File: config.mk
export PLATFORM = sky130hd
export DESIGN_NAME = ssat_top
export DESIGN_NICKNAME = d
export VERILOG_FILES = /design/src/verilog/ssat_pkg.sv /design/src/verilog/ssat_shifter.sv /design/src/verilog/ssat_top.sv
export VERILOG_INCLUDE_DIRS = /design/src /design/src/verilog
export SDC_FILE = /design/constraint.sdc
export NUM_CORES = 1
export LEC_CHECK = 0
export BUFFER_PORTS_ARGS = -buffer_cell sky130_fd_sc_hd__buf_4
export CAP_MARGIN = 10
export CORE_MARGIN = 2
export CORE_UTILIZATION = 45
export CTS_BUF_LIST = sky130_fd_sc_hd__clkbuf_16
export DETAILED_ROUTE_END_ITERATION = 6
export MAX_ROUTING_LAYER = met4
export PLACE_DENSITY = 0.75
export SETUP_SLACK_MARGIN = 0.2
export SLEW_MARGIN = 25
export SYNTH_ARGS = -nofsm -noshare
export SYNTH_HDL_FRONTEND = slang
export SYNTH_SLANG_ARGS = --single-unit
File: constraint.sdc
create_clock -name core_clk -period 3.38 [get_ports core_clk]
set_input_delay 0 -clock core_clk [delete_from_list [all_inputs] [get_ports core_clk]]
set_output_delay 0 -clock core_clk [all_outputs]
set_load 0.1 [all_outputs]
File: src/verilog/ssat_params.svh
// register map, field positions and reset values of the serial block
`ifndef SSAT_PARAMS_SVH
`define SSAT_PARAMS_SVH
`define SSAT_IDX_CTRL   15'h7f34
`define SSAT_IDX_BAUD   15'h7f35
`define SSAT_IDX_BUF    15'h7f36
`define SSAT_IDX_GAP_FIELD  15'h7f37
`define SSAT_CTRL_WAKE  7
`define SSAT_CTRL_REC   6
`define SSAT_CTRL_RUN   5
`define SSAT_CTRL_AUTO  4
`define SSAT_CTRL_MSB   3
`define SSAT_CTRL_OVR   2
`define SSAT_CTRL_FLG   1
`define SSAT_CTRL_IE    0
`define SSAT_GAP_FIELD_LEN  6:4
`define SSAT_GAP_FIELD_XCHG 3
`define SSAT_GAP_FIELD_GAP  2:0
`define SSAT_RST_BYTE   8'h00
`define SSAT_RST_BIT    1'b0
`define SSAT_FULL_BITS  4'h8
`endif

File: src/verilog/ssat_pkg.sv
// types shared by the serial block
package ssat_pkg;
   typedef enum logic [2:0] {
      ST_IDLE  = 3'b000,
      ST_FETCH = 3'b001,
      ST_LOAD  = 3'b011,
      ST_SHIFT = 3'b010,
      ST_STORE = 3'b110,
      ST_GAP   = 3'b111,
      ST_SUSP  = 3'b101,
      ST_DONE  = 3'b100
   } ssat_state_t;
endpackage

File: src/verilog/ssat_shifter.sv
// shift register with registered serial output
`timescale 1ns/1ps
module ssat_shifter #(
   parameter int WORD_W = 8
) (
   input  wire logic              core_clk,
   input  wire logic              rst_b,
   input  wire logic              load,
   input  wire logic [WORD_W-1:0] loadData,
   input  wire logic              msbFirst,
   input  wire logic              sample,
   input  wire logic              drive,
   input  wire logic              dataIn,
   output logic      [WORD_W-1:0] shiftData,
   output logic                   serialOut
);
   logic [WORD_W-1:0] sh_q;
   logic [WORD_W-1:0] sh_d;
   logic              out_q;
   logic              out_d;

   if (WORD_W < 2) begin : g_chk
      $error("ssat_shifter needs at least two bits");
   end

   always_comb begin
      sh_d  = sh_q;
      out_d = out_q;
      if (load) begin
         sh_d = loadData;
      end else if (sample) begin
         sh_d = msbFirst ? {sh_q[WORD_W-2:0], dataIn} : {dataIn, sh_q[WORD_W-1:1]};
      end
      if (drive) begin
         out_d = msbFirst ? sh_q[WORD_W-1] : sh_q[0];
      end
   end

   always_ff @(posedge core_clk or negedge rst_b) begin
      if (!rst_b) begin
         sh_q  <= '0;
         out_q <= 1'b1;
      end else begin
         sh_q  <= sh_d;
         out_q <= out_d;
      end
   end

   assign shiftData = sh_q;
   assign serialOut = out_q;
endmodule

File: src/verilog/ssat_top.sv
// serial interface with single-word and automatic streaming modes, apb registers
`timescale 1ns/1ps
`include "ssat_params.svh"
module ssat_top import ssat_pkg::*; #(
   parameter int ADDR_W = 17
) (
   input  wire logic              core_clk,
   input  wire logic              rst_b,
   input  wire logic              psel,
   input  wire logic              penable,
   input  wire logic              pwrite,
   input  wire logic [ADDR_W-1:0] paddr,
   input  wire logic [31:0]       pwdata,
   output logic      [31:0]       prdata,
   output logic                   pready,
   output logic                   pslverr,
   input  wire logic              sckIn,
   output logic                   sckOut,
   output logic                   sckOe,
   input  wire logic              sdiIn,
   output logic                   sdoOut,
   output logic                   ramReq,
   output logic                   ramWrite,
   output logic      [7:0]        ramWdata,
   input  wire logic [7:0]        ramRdata,
   input  wire logic              ramAck,
   input  wire logic [7:0]        xferCountLow,
   input  wire logic [7:0]        bufAddrLow,
   output logic                   irq,
   output logic                   wakeReq
);
   if (ADDR_W < 17) begin : g_chk
      $error("ssat_top needs at least 17 address bits");
   end

   // control register bits
   logic        wake_q;
   logic        wake_d;
   logic        rec_q;
   logic        rec_d;
   logic        run_q;
   logic        run_d;
   logic        auto_q;
   logic        auto_d;
   logic        msb_q;
   logic        msb_d;
   logic        ovr_q;
   logic        ovr_d;
   logic        flg_q;
   logic        flg_d;
   logic        ie_q;
   logic        ie_d;
   // other registers
   logic [7:0]  baud_q;
   logic [7:0]  baud_d;
   logic [7:0]  buf_q;
   logic [7:0]  buf_d;
   logic [2:0]  len_q;
   logic [2:0]  len_d;
   logic        xchg_q;
   logic        xchg_d;
   logic [2:0]  gap_q;
   logic [2:0]  gap_d;
   logic [7:0]  hold_q;
   logic [7:0]  hold_d;
   // sequencing
   ssat_state_t state_q;
   ssat_state_t state_d;
   logic        autoMode_q;
   logic        autoMode_d;
   logic [7:0]  divCnt_q;
   logic [7:0]  divCnt_d;
   logic        sck_q;
   logic        sck_d;
   logic [3:0]  bitCnt_q;
   logic [3:0]  bitCnt_d;
   logic [12:0] rem_q;
   logic [12:0] rem_d;
   logic [7:0]  gapCnt_q;
   logic [7:0]  gapCnt_d;
   logic [31:0] prdata_q;
   logic [31:0] prdata_d;
   logic        err_q;
   logic        err_d;
   logic        irq_q;
   logic        irq_d;
   logic        wake_out_q;
   logic        wake_out_d;
   // pin synchronisers
   logic        sckS1_q;
   logic        sckS2_q;
   logic        sckPrev_q;
   logic        sdiS1_q;
   logic        sdiS2_q;

   logic [14:0] addrIdx;
   logic        hitCtrl;
   logic        hitBaud;
   logic        hitBuf;
   logic        hitIntvl;
   logic        wr;
   logic        extClk;
   logic        tick;
   logic        extRise;
   logic        extFall;
   logic        riseE;
   logic        fallE;
   logic        shiftRise;
   logic        byteEnd;
   logic [3:0]  nBits;
   logic [3:0]  byteBits;
   logic        txNeed;
   logic        rxToRam;
   logic [11:0] xCount;
   logic [7:0]  gapHalves;
   logic        shLoad;
   logic [7:0]  shData;
   logic [7:0]  ctrlRd;
   logic        storeDone;

   assign addrIdx  = paddr[16:2];
   assign hitCtrl  = addrIdx == `SSAT_IDX_CTRL;
   assign hitBaud  = addrIdx == `SSAT_IDX_BAUD;
   assign hitBuf   = addrIdx == `SSAT_IDX_BUF;
   assign hitIntvl = addrIdx == `SSAT_IDX_GAP_FIELD;
   assign wr       = psel & penable & pwrite & ~err_q;

   assign extClk    = baud_q == `SSAT_RST_BYTE;
   assign tick      = divCnt_q == baud_q;
   assign extRise   = sckS2_q & ~sckPrev_q;
   assign extFall   = ~sckS2_q & sckPrev_q;
   assign riseE     = extClk ? extRise : (tick & ~sck_q);
   assign fallE     = extClk ? extFall : (tick & sck_q);
   assign shiftRise = riseE & (state_q == ST_SHIFT);
   assign nBits     = (len_q == 3'b000) ? `SSAT_FULL_BITS : {1'b0, len_q};
   assign byteBits  = (!autoMode_q || rem_q == 13'h0000) ? nBits : `SSAT_FULL_BITS;
   assign byteEnd   = shiftRise & ((bitCnt_q + 4'h1) == byteBits);
   // mode decode: transmit uses ram unless receive-only, combined adds exchange
   assign txNeed    = ~rec_q | xchg_q;
   assign rxToRam   = autoMode_q & rec_q;
   assign xCount    = {bufAddrLow[3:0], xferCountLow};
   assign gapHalves = (gap_q == 3'b000) ? 8'h00 : 8'(9'h001 << gap_q);
   assign shLoad    = state_q == ST_LOAD;
   assign storeDone = ~rxToRam | ramAck;
   assign ctrlRd    = {wake_q, rec_q, run_q, auto_q, msb_q, ovr_q, flg_q, ie_q};

   ssat_shifter #(
      .WORD_W (8)
   ) u_shift (
      .core_clk  (core_clk),
      .rst_b     (rst_b),
      .load      (shLoad),
      .loadData  (buf_q),
      .msbFirst  (msb_q),
      .sample    (shiftRise),
      .drive     (fallE & (state_q == ST_SHIFT)),
      .dataIn    (sdiS2_q),
      .shiftData (shData),
      .serialOut (sdoOut)
   );

   // ram port follows the sequencer; combined mode writes back through the holding buffer
   always_comb begin
      ramReq   = 1'b0;
      ramWrite = 1'b0;
      ramWdata = xchg_q ? hold_q : shData;
      if (state_q == ST_FETCH) begin
         ramReq = 1'b1;
      end else if (state_q == ST_STORE && rxToRam && (!xchg_q || hold_q == shData)) begin
         ramReq   = 1'b1;
         ramWrite = 1'b1;
      end
   end

   always_comb begin
      wake_d     = wake_q;
      rec_d      = rec_q;
      run_d      = run_q;
      auto_d     = auto_q;
      msb_d      = msb_q;
      ovr_d      = ovr_q;
      flg_d      = flg_q;
      ie_d       = ie_q;
      baud_d     = baud_q;
      buf_d      = buf_q;
      len_d      = len_q;
      xchg_d     = xchg_q;
      gap_d      = gap_q;
      hold_d     = hold_q;
      state_d    = state_q;
      autoMode_d = autoMode_q;
      bitCnt_d   = bitCnt_q;
      rem_d      = rem_q;
      gapCnt_d   = gapCnt_q;
      // software writes come first so hardware sets below win
      if (wr && hitCtrl) begin
         wake_d = pwdata[`SSAT_CTRL_WAKE];
         rec_d  = pwdata[`SSAT_CTRL_REC];
         run_d  = pwdata[`SSAT_CTRL_RUN];
         auto_d = pwdata[`SSAT_CTRL_AUTO] & ~pwdata[`SSAT_CTRL_WAKE];
         msb_d  = pwdata[`SSAT_CTRL_MSB];
         ovr_d  = pwdata[`SSAT_CTRL_OVR];
         flg_d  = pwdata[`SSAT_CTRL_FLG];
         ie_d   = pwdata[`SSAT_CTRL_IE];
      end
      if (wr && hitBaud) begin
         baud_d = pwdata[7:0];
      end
      if (wr && hitBuf) begin
         buf_d = pwdata[7:0];
      end
      if (wr && hitIntvl) begin
         len_d  = pwdata[`SSAT_GAP_FIELD_LEN];                             // top bit dropped
         xchg_d = pwdata[`SSAT_GAP_FIELD_XCHG];
         gap_d  = pwdata[`SSAT_GAP_FIELD_GAP];
      end
      unique case (state_q)
         ST_IDLE: begin
            if (run_q) begin
               autoMode_d = auto_q;
               rem_d      = 13'({1'b0, xCount} + 13'h0001);
               state_d    = (auto_q && txNeed) ? ST_FETCH : ST_LOAD;
            end
         end
         ST_FETCH: begin
            if (ramAck) begin
               buf_d   = ramRdata;
               state_d = ST_LOAD;
            end
         end
         ST_LOAD: begin
            bitCnt_d = 4'h0;
            state_d  = ST_SHIFT;
         end
         ST_SHIFT: begin
            if (shiftRise) begin
               bitCnt_d = bitCnt_q + 4'h1;
            end
            if (byteEnd) begin
               state_d = ST_STORE;
            end
         end
         ST_STORE: begin
            if (rec_q && !xchg_q) begin
               buf_d = shData;
            end
            if (xchg_q) begin
               hold_d = shData;
            end
            if (storeDone) begin
               gapCnt_d = extClk ? 8'h00 : gapHalves;
               if (!autoMode_q || rem_q == 13'h0000) begin
                  state_d = ST_DONE;
               end else begin
                  rem_d   = rem_q - 13'h0001;
                  state_d = auto_q ? ST_GAP : ST_SUSP;
               end
            end
         end
         ST_GAP: begin
            if (gapCnt_q == 8'h00) begin
               state_d = txNeed ? ST_FETCH : ST_LOAD;
            end else if (tick) begin
               gapCnt_d = gapCnt_q - 8'h01;
            end
         end
         ST_SUSP: begin
            if (auto_q) begin
               state_d = ST_GAP;
            end
         end
         ST_DONE: begin
            flg_d   = 1'b1;
            run_d   = 1'b0;
            state_d = ST_IDLE;
         end
      endcase
      // software clearing run stops the transfer at once
      if (!run_q && state_q != ST_IDLE) begin
         state_d = ST_IDLE;
      end
      if (extClk && extFall && state_q != ST_SHIFT) begin
         ovr_d = 1'b1;
      end
   end

   // internal clock divider and serial clock level
   always_comb begin
      divCnt_d = 8'h00;
      sck_d    = 1'b1;
      if (!extClk && (state_q == ST_SHIFT || state_q == ST_GAP)) begin
         divCnt_d = tick ? 8'h00 : divCnt_q + 8'h01;
         sck_d    = sck_q;
         if (state_q == ST_SHIFT && tick) begin
            sck_d = ~sck_q;
         end
      end
   end

   // bus read data, error, interrupt and wake outputs
   always_comb begin
      prdata_d = prdata_q;
      err_d    = err_q;
      if (psel && !penable) begin
         err_d    = ~(hitCtrl | hitBaud | hitBuf | hitIntvl);
         prdata_d = 32'h0000_0000;
         if (hitCtrl) begin
            prdata_d[7:0] = ctrlRd;
         end else if (hitBaud) begin
            prdata_d[7:0] = baud_q;
         end else if (hitBuf) begin
            prdata_d[7:0] = buf_q;
         end else if (hitIntvl) begin
            prdata_d[7:0] = {1'b0, len_q, xchg_q, gap_q};
         end
      end
      irq_d      = ie_q & (flg_q | ovr_q);
      wake_out_d = wake_q & ~auto_q & extClk & (flg_q | ovr_q);
   end

   always_ff @(posedge core_clk or negedge rst_b) begin
      if (!rst_b) begin
         wake_q     <= `SSAT_RST_BIT;
         rec_q      <= `SSAT_RST_BIT;
         run_q      <= `SSAT_RST_BIT;
         auto_q     <= `SSAT_RST_BIT;
         msb_q      <= `SSAT_RST_BIT;
         ovr_q      <= `SSAT_RST_BIT;
         flg_q      <= `SSAT_RST_BIT;
         ie_q       <= `SSAT_RST_BIT;
         baud_q     <= `SSAT_RST_BYTE;
         buf_q      <= `SSAT_RST_BYTE;
         len_q      <= 3'b000;
         xchg_q     <= `SSAT_RST_BIT;
         gap_q      <= 3'b000;
         hold_q     <= `SSAT_RST_BYTE;
         state_q    <= ST_IDLE;
         autoMode_q <= 1'b0;
         bitCnt_q   <= 4'h0;
         rem_q      <= 13'h0000;
         gapCnt_q   <= 8'h00;
         divCnt_q   <= 8'h00;
         sck_q      <= 1'b1;
         prdata_q   <= 32'h0000_0000;
         err_q      <= 1'b0;
         irq_q      <= 1'b0;
         wake_out_q <= 1'b0;
         sckS1_q    <= 1'b1;
         sckS2_q    <= 1'b1;
         sckPrev_q  <= 1'b1;
         sdiS1_q    <= 1'b0;
         sdiS2_q    <= 1'b0;
      end else begin
         wake_q     <= wake_d;
         rec_q      <= rec_d;
         run_q      <= run_d;
         auto_q     <= auto_d;
         msb_q      <= msb_d;
         ovr_q      <= ovr_d;
         flg_q      <= flg_d;
         ie_q       <= ie_d;
         baud_q     <= baud_d;
         buf_q      <= buf_d;
         len_q      <= len_d;
         xchg_q     <= xchg_d;
         gap_q      <= gap_d;
         hold_q     <= hold_d;
         state_q    <= state_d;
         autoMode_q <= autoMode_d;
         bitCnt_q   <= bitCnt_d;
         rem_q      <= rem_d;
         gapCnt_q   <= gapCnt_d;
         divCnt_q   <= divCnt_d;
         sck_q      <= sck_d;
         prdata_q   <= prdata_d;
         err_q      <= err_d;
         irq_q      <= irq_d;
         wake_out_q <= wake_out_d;
         sckS1_q    <= sckIn;
         sckS2_q    <= sckS1_q;
         sckPrev_q  <= sckS2_q;
         sdiS1_q    <= sdiIn;
         sdiS2_q    <= sdiS1_q;
      end
   end

   assign prdata  = prdata_q;
   assign pready  = psel & penable;
   assign pslverr = psel & penable & err_q;
   assign sckOut  = sck_q;
   assign sckOe   = ~extClk;
   assign irq     = irq_q;
   assign wakeReq = wake_out_q;
endmodule

==> impl_results.md, run 1 <==
* Status: finished clean
* Vias in the first global route at 4898
* Sink Count at 102
* Net switching power at 691 uW
* FMAX at 0.379 GHz
* Asr flop ratio synth at 100%
* Worst path arrival time at 2.89 ns
* DIE AREA at 14400 um2
* Met2 Wirelength at 7190 um
* DR WL met3 at 768 um
* ANT nets after route at 0
* Filler cells at 1146
* GRT Total Usage at 21.6%
* Avg Cell Area, Syn at 9.76 um2
* Slew margin rel. at 33.3%
* Mux contribution to synthesized area at 13.2%
* Maxcap violations at 0
* Seq/Total Area, Yosys at 42.4%
* Num ports at 130
* Warnings from Yosys at 0
* CTS Buf Count at 9
* Placer Congestion at 0.886
* Register clock-pin slew on the reported worst setup and hold paths at 0.07 ns
* Max Transition Viols Final at 0
* Hold WC Path Type: input port to register
* Gr ovfl total at 0
* RSZ-0062 raised after global routing: false
* CTS H-tree depth at 3
* Post-Synth Adder-Cell Area at 1.45%
* IO Port Bufs at 75
* Post-synth top flop: dfrtp_1
* Synth Area in Simple Gates at 17.9%
* Core Region at 13200 um2
* Clock root buffer: clkbuf_16
* Setup crit end kind: register
* Area grow syn2layout at 19.6%
* Internal at 1820 uW
* Pleak at 0.00326 uW
* Tmin final at 2.64 ns
* Peak VDD IR at 0.000213 V
* Initial Util at 45.8%
* Largest family of logic cells by synthesized area: simple AND/OR/NAND/NOR gates
* Critical path class: register to register
* Clk pwr share at 38.6%
* DRT Pass-1 Iters at 5
* Global-route wire length before repair at 24300 um
* # rows at 42
* Vias per inst at 5.77
* Post-Syn Area at 6040 um2
* Pwr dens at 347 nW/um2
* Fin Setup TNS at 0 ns
* Number of synthesized flops with an enable pin at 0
* Diodes inserted at 0
* 1st-iter DRT viols at 399
* DRC at 0
* Complex-gate fraction of the synthesized area at 14.1%
* Logic pwr share at 11.8%
* Data required, critical path at 3.63 ns
* Via count at 5155
* Highest routing layer actually used: met4
* Clk Latency, worst-skew pair at 0.36 ns
* Ratio of cells with drive above 1 in the final layout at 22.3%
* CTS Buffer Depth at 2
* Post-synth cell types at 67
* Routed WL at 14700 um
* Flop pwr share at 49.6%
* Largest net degree at the start of global routing at 36
* Setup violators final at 0
* Startpoint types: register
* Worst Max-Slew Pin Slew at 0.996 ns
* Chip width at 120 um
* Clock tree from TritonCTS: done
* Routed len/inst at 16.4 um
* Mapped Cells at 619
* Most common cell after layout, fill and taps aside: dfrtp_1
* Fin util at 54.8%
* Most frequent cells in the layout: 97 x dfrtp_1, 84 x buf_4, 45 x nand2_1
* HPWL after detailed placement at 10500 um
* Die Ht at 120 um
* Worst Path Max Fanout at 26
* Switching Share at 27.5%
* Synthesized flop and latch total at 102
* Power Total at 2510 uW
* WL met1 at 6410 um
* Tcrit/Tclk final at 78.1%
* Post-Synth XOR/XNOR Area at 4.78%
* Worst clock skew at 0.00962 ns
* Initial antenna violation count at 0
* Nets at 801
* Final hold vios at 0
==> repair_timing <==
| action | 4_1_cts | 5_1_grt |
|---|---|---|
| endpoints found under the hold margin | 67 | 0 |
| setup buffers | 0 | 0 |
| resized for setup | 0 | 0 |
| hold buffers | 28 | 0 |
==> cell type report <==
class                      count  area (um2)  share of cell area, %
multi-input combinational    471        3200                   44.3
tap                          176         220                   3.05
clock inverter                 7        41.3                  0.572
clock buffer                   9         225                   3.12
timing repair buffer         112         911                   12.6
inverter                      17        63.8                  0.883
sequential                   102        2560                   35.4
==> path summary, 6_finish.rpt <==
path | slack (ns) | start | cells past startpoint | to
max reg2reg | 0.74 | rem_q[5] | 6 | rem_q[6]
min in group asynchronous | 0.14 | rst_b | 2 | baud_q[0]
min reg2reg | 0.35 | sdiS1_q | 0 | sdiS2_q
min | 0.04 | bufAddrLow[3] | 4 | rem_q[12]
max in group asynchronous | 2.40 | rst_b | 3 | sckS1_q
max | 0.74 | rem_q[5] | 6 | rem_q[6]
==> logic make-up (layout without fill, tap and decap cells) <==
group | Yosys count | after routing
buffers and inverters | 69 | 145
adder cells (fa/ha/maj) | 7 | 7
flip-flops | 102 | 102
AND/OR/NAND/NOR | 209 | 209
other | 1 | 24
multiplexers | 66 | 66
XOR/XNOR | 33 | 33
AO/OA/AOI/OAI | 132 | 132
==> per-layer routing <==
metal | vias to the layer above | track usage (%)
li1 | 2398 | -
met1 | 2562 | 28.3
met2 | 169 | 34.1
met3 | 26 | 3.80
met4 | 0 | 7.79
met5 | - | -
==> through the flow <==
stage	cell area [um2]	std cells	hold slack [ns]	setup WS [ns]
after floorplan	6130	642	-0.296	0.562
after global placement	6670	850	-0.0306	0.911
after detailed placement	6670	850	-0.0275	0.802
after CTS	7220	894	0.0431	0.760
after global routing	7220	894	0.0713	0.482
final	7220	894	0.0449	0.739
==> power by group through the flow <==
| stage | sequential, uW | combinational, uW | clock (uW) |
|---|---|---|---|
| final | 1240 | 297 | 969 |
| after global routing | 1250 | 313 | 1020 |
| after global placement | 1270 | 264 | 0 |
| after CTS | 1240 | 296 | 978 |
| after floorplan | 1260 | 195 | 0 |
| after detailed placement | 1270 | 268 | 0 |
==> Yosys cell counts, types with 13 or more instances <==
cell / number / share of area (%)
xor2_1: 16 / 2.3
nand2_1: 45 / 2.8
nand2b_1: 13 / 1.3
xnor2_1: 17 / 2.5
nor3_1: 21 / 1.7
buf_4: 26 / 3.2
inv_1: 15 / 0.93
mux2_2: 37 / 6.9
nor2_1: 43 / 2.7
o21ai_0: 42 / 3.5
dfrtp_1: 97 / 40
mux2i_1: 22 / 3.6
nand3_1: 29 / 2.4
a21oi_1: 26 / 2.2
==> worst max-delay path, stage by stage, from the launching register on <==
cell	delay, ns
dfrtp_1	0.42
nor4_1	0.56
a41oi_2	0.31
a31oi_1	0.24
or3_1	0.67
a21oi_1	0.09
o22a_1	0.23
==> sequential cells by signal (all words and copies together), names as in the netlist, 3 cells and up <==
register,flops
divCnt_q,8
u_shift.shiftData,8
rem_q,13
buf_q,8
state_q,3
hold_q,8
bitCnt_q,4
gap_q,3
len_q,3
baud_q,8
gapCnt_q,8
prdata,8
Note: power is estimated with default switching activity, not from simulation.
==> run 2: changes to the inputs <==
==> constraint.sdc (replaced) <==
create_clock -name core_clk -period 2.5 [get_ports core_clk]
set_input_delay 0 -clock core_clk [delete_from_list [all_inputs] [get_ports core_clk]]
set_output_delay 0 -clock core_clk [all_outputs]
set_load 0.1 [all_outputs]
==> impl_results.md, run 2 (same netlist as run 1, synthesis figures left out) <==
* Clock tree from TritonCTS: done
* Peak VDD IR at 0.000313 V
* Via count at 5097
* Status: finished clean
* Pleak at 0.00331 uW
* 1st-iter DRT viols at 335
* CP bufs+invs at 2
* Data required, critical path at 2.77 ns
* Worst slack, placed at 0.234 ns
* Setup violators final at 0
* Hold path start: xferCountLow[4]
* CP max stage cell: dfrtp_1
* Initial antenna violation count at 0
* Global-route wire length before repair at 24600 um
* Max Transition Viols Final at 0
* Flop pwr share at 49.2%
* Tmin final at 2.19 ns
* Setup crit end kind: register
* Max reg flops at 13
* # rows at 42
* Critical path class: register to register
* DRT Pass-1 Iters at 5
* Biggest register: rem_q
* Design area at 7290 um2
* Highest cell delay on the worst timing path at 0.39 ns
* Internal at 2470 uW
* Placer Congestion at 0.864
* Clk Latency, worst-skew pair at 0.36 ns
* DIE AREA at 14400 um2
* Fin Setup TNS at 0 ns
* Fin util at 55.3%
* Area grow syn2layout at 20.7%
* Diodes inserted at 0
* CTS Buffer Depth at 2
* Gr ovfl total at 0
* Logic pwr share at 11.5%
* Chip width at 120 um
* Routed WL at 14800 um
* CTS Buf Count at 9
* Vias per inst at 5.67
* Initial Util at 45.8%
* Cell family with most CP delay: compound AO/OA/AOI/OAI gates
* DRC at 0
* Vias in the first global route at 4833
* Power Total at 3420 uW
* Worst clock skew at 0.00899 ns
* RSZ-0062 raised after global routing: true
* Net switching power at 955 uW
* Tcrit/Tclk final at 87.6%
* HPWL after detailed placement at 10600 um
* Num ports at 130
* Reg area at 2560 um2
* Cell Chain, Critical Path: inv_1 -> ha_1 -> nor3b_1 -> a41oi_2 -> a31oi_1 -> or3_1 -> buf_12 -> a211o_1 -> o21ai_0
* Largest net degree at the start of global routing at 44
* Core Region at 13200 um2
* Final hold vios at 0
* GRT Total Usage at 22.0%
* Worst path arrival time at 2.46 ns
* Die Ht at 120 um
* Maxcap violations at 0
* Pwr dens at 469 nW/um2
* IO Port Bufs at 75
* Crit path from: rem_q[0]
* Sink Count at 102
* Worst Max-Slew Pin Slew at 0.625 ns
* Placed instance area at 6790 um2
* Slew margin rel. at 58.0%
* FMAX at 0.457 GHz
* Ratio of cells with drive above 1 in the final layout at 24.6%
* Final WS setup at 0.310 ns
* Reg-to-Reg Start: rem_q[0]
* Register clock-pin slew on the reported worst setup and hold paths at 0.07 ns
* CTS H-tree depth at 3
* Most common cell after layout, fill and taps aside: dfrtp_1
* Worst Path Max Fanout at 26
* ANT nets after route at 0
* Most frequent cells in the layout: 97 x dfrtp_1, 95 x buf_4, 45 x nand2_1
* Hold WC Path Type: input port to register
* Filler cells at 1145
* Switching Share at 27.9%
* Clk pwr share at 39.4%
* Startpoint types: register
* Nets at 806
* Multi-input gate area at 3220 um2
* Clock root buffer: clkbuf_16
* Routed len/inst at 16.4 um
## run 2: what timing repair did
| action | in CTS | in global routing |
|---|---|---|
| setup endpoints to repair | 0 | 17 |
| hold buffers | 20 | 0 |
| hold endpoints to repair | 75 | 0 |
| buffers inserted | 0 | 2 |
| gates resized for setup | 0 | 3 |
## run 2: metrics by stage
stage                     std cells  hold slack (ns)
after global placement          861           0.0279
after CTS                       897           0.0513
after floorplan                 642           -0.296
final                           899           0.0634
after detailed placement        861           0.0380
after global routing            899           0.0941
## run 2: path summary, 6_finish.rpt
kind / endpoint / slack (ns) / cells past startpoint
max: rem_q[0] / 0.31 / 9
max reg2reg: rem_q[0] / 0.31 / 9
min reg2reg: sdiS2_q / 0.35 / 0
min in group asynchronous: err_q / 0.18 / 2
min: rem_q[4] / 0.06 / 4
max in group asynchronous: bitCnt_q[3] / 1.57 / 3
## run 2: power by group through the flow
stage / Sequential (uW) / Combinational, uW / Clock, uW
6_report: 1680 / 392 / 1350
5_1_grt: 1680 / 416 / 1460
4_1_cts: 1680 / 393 / 1370
3_5_place_dp: 1710 / 367 / 0
3_3_place_gp: 1710 / 363 / 0
2_1_floorplan: 1710 / 264 / 0
## run 2: worst min-delay path: stages
cell and delay [ns]:
buf_4 0.10, xnor2_1 0.07, a21oi_1 0.12, o21ai_0 0.08
## run 2: final cells by class
| cell class | count | area share, % |
|---|---|---|
| multi-input combinational | 471 | 44.1 |
| sequential | 102 | 35.1 |
| timing repair buffer | 117 | 13.1 |
| clock buffer | 9 | 3.09 |
| tap | 176 | 3.02 |
| inverter | 17 | 0.892 |
| clock inverter | 7 | 0.738 |
## run 2: layer usage
layer / vias to the layer above / track usage [%] / wire (um)
met1: 2483 / 28.4 / 6450
met4: 0 / 7.21 / 262
met5: - / - / 0
met3: 18 / 4.47 / 853
met2: 186 / 35.0 / 7220
li1: 2410 / - / -
==> run 3: changes to the inputs <==
--- a/config.mk
+++ b/config.mk
@@ -12,6 +12,7 @@
 export CORE_UTILIZATION = 45
 export CTS_BUF_LIST = sky130_fd_sc_hd__clkbuf_16
 export DETAILED_ROUTE_END_ITERATION = 6
+export GPL_TIMING_DRIVEN = 0
 export MAX_ROUTING_LAYER = met4
 export PLACE_DENSITY = 0.75
 export SETUP_SLACK_MARGIN = 0.2
==> constraint.sdc (replaced) <==
create_clock -name core_clk -period 2.8 [get_ports core_clk]
set_input_delay 0 -clock core_clk [delete_from_list [all_inputs] [get_ports core_clk]]
set_output_delay 0 -clock core_clk [all_outputs]
set_load 0.1 [all_outputs]
==> impl_results.md, run 3 (same netlist as run 1, synthesis figures left out) <==
* Initial Util at 45.8%
* Clock tree from TritonCTS: done
* Setup violators final at 0
* Routed len/inst at 16.5 um
* Most frequent cells in the layout: 101 x buf_4, 97 x dfrtp_1, 45 x nand2_1
* Clock root buffer: clkbuf_16
* Area grow syn2layout at 22.9%
* Internal at 2210 uW
* GRT Total Usage at 22.9%
* Max reg flops at 13
* Die Ht at 120 um
* Status: finished clean
* Largest net degree at the start of global routing at 103
* Via count at 5353
* Gr ovfl total at 0
* HPWL after detailed placement at 11100 um
* Most common cell after layout, fill and taps aside: buf_4
* Worst Max-Slew Pin Slew at 0.929 ns
* DIE AREA at 14400 um2
* CTS Buf Count at 9
* CTS H-tree depth at 3
* Worst clock skew at 0.00638 ns
* Peak VDD IR at 0.000222 V
* Maxcap violations at 0
* Max Transition Viols Final at 0
* DRC at 0
* Num ports at 130
* Placed Cells at 893
* Core Region at 13200 um2
* Reg2reg setup slack at 0.42 ns
* Chip width at 120 um
* Tmin final at 2.43 ns
* Placer Congestion at 0.893
* CP max stage cell: nor3b_2
* Slew margin rel. at 38.1%
* Hold WC Path Type: input port to register
* Worst path arrival time at 2.43 ns
* Fin Setup TNS at 0 ns
* Tcrit/Tclk final at 86.9%
* Setup crit end kind: output pin
* Pleak at 0.00340 uW
* ANT nets after route at 0
* Biggest register: rem_q
* Final WS setup at 0.368 ns
* Diodes inserted at 0
* Ratio of cells with drive above 1 in the final layout at 25.5%
* Vias per inst at 5.76
* Worst Path Max Fanout at 10
* Nets at 837
* Switching Share at 27.3%
* Reg-to-Reg Start: rem_q[0]
* Routed WL at 15400 um
* Logic pwr share at 12.3%
* DRT Pass-1 Iters at 5
* # rows at 42
* Global-route wire length before repair at 25700 um
* CTS Buffer Depth at 2
* Data required, critical path at 2.80 ns
* Sink Count at 102
* Highest cell delay on the worst timing path at 0.62 ns
* RSZ-0062 raised after global routing: false
* Initial antenna violation count at 0
* Final hold vios at 0
* Startpoint types: register
* Crit path from: state_q[2]
* Worst slack, placed at 0.265 ns
* Flop pwr share at 49.4%
* Register clock-pin slew on the reported worst setup and hold paths at 0.07 ns
* Clk Latency, worst-skew pair at 0.35 ns
* IO Port Bufs at 75
* Fin util at 56.3%
* Hold path start: xferCountLow[1]
* Vias in the first global route at 5138
* Power Total at 3040 uW
* Net switching power at 832 uW
* Clk pwr share at 38.3%
* Fin cells at 930
* Cell Chain, Critical Path: buf_2 -> nor3b_2 -> nand3_1 -> a21oi_2 -> o21bai_2 -> buf_4
* Critical path class: register to output pin
* 1st-iter DRT viols at 478
* FMAX at 0.411 GHz
* Pwr dens at 410 nW/um2
==> run 3: through the flow <==
stage / hold slack [ns] / area (um2)
floorplan: -0.296 / 6130
global placement: 0.111 / 6920
detailed placement: 0.112 / 6920
CTS: 0.0697 / 7390
global route: 0.110 / 7420
finish: 0.0801 / 7420
==> run 3: critical path: cells and delay by family, from the launching register on <==
kind                   cells  cell delay (ns)
and+or+nand+nor            2             0.86
buffers and inverters      2             0.54
DFF                        1             0.36
AOI/OAI and AO/OA          2             0.31
==> run 3: routing by layer <==
layer	global-route usage [%]	vias up	share of wire, %
met4	8.24	0	1.9
met5	-	-	0
li1	-	2478	-
met3	2.57	26	6.0
met1	31.1	2644	43
met2	35.7	205	49
==> run 3: final timing paths <==
check,endpoint,cells after the start
worst max register to register,state_q[2],8
worst min register to register,sckS2_q,0
min in group asynchronous,prdata[3],2
worst min-delay path,rem_q[1],4
worst max-delay path,ramReq,6
max in group asynchronous,gap_q[0],2
==> run 3: timing repair <==
action	in CTS	in global routing
setup endpoints to repair	0	11
buffers inserted	0	1
hold endpoints to repair	131	0
hold buffers	20	0
resized for setup	0	4
==> run 3: layout make-up <==
class / instances / area, um2
fill: 1129 / 5770
multi-input combinational: 471 / 3230
sequential: 102 / 2560
timing repair buffer: 96 / 774
buffer: 52 / 312
clock buffer: 9 / 225
tap: 176 / 220
inverter: 17 / 63.8
clock inverter: 7 / 41.3
==> run 3: power groups by stage <==
stage	Clock (uW)	Combinational, uW	Sequential (uW)
after global placement	0	346	1530
after CTS	1180	375	1500
final	1160	375	1500
after detailed placement	0	351	1530
after global routing	1240	398	1500
after floorplan	0	235	1520
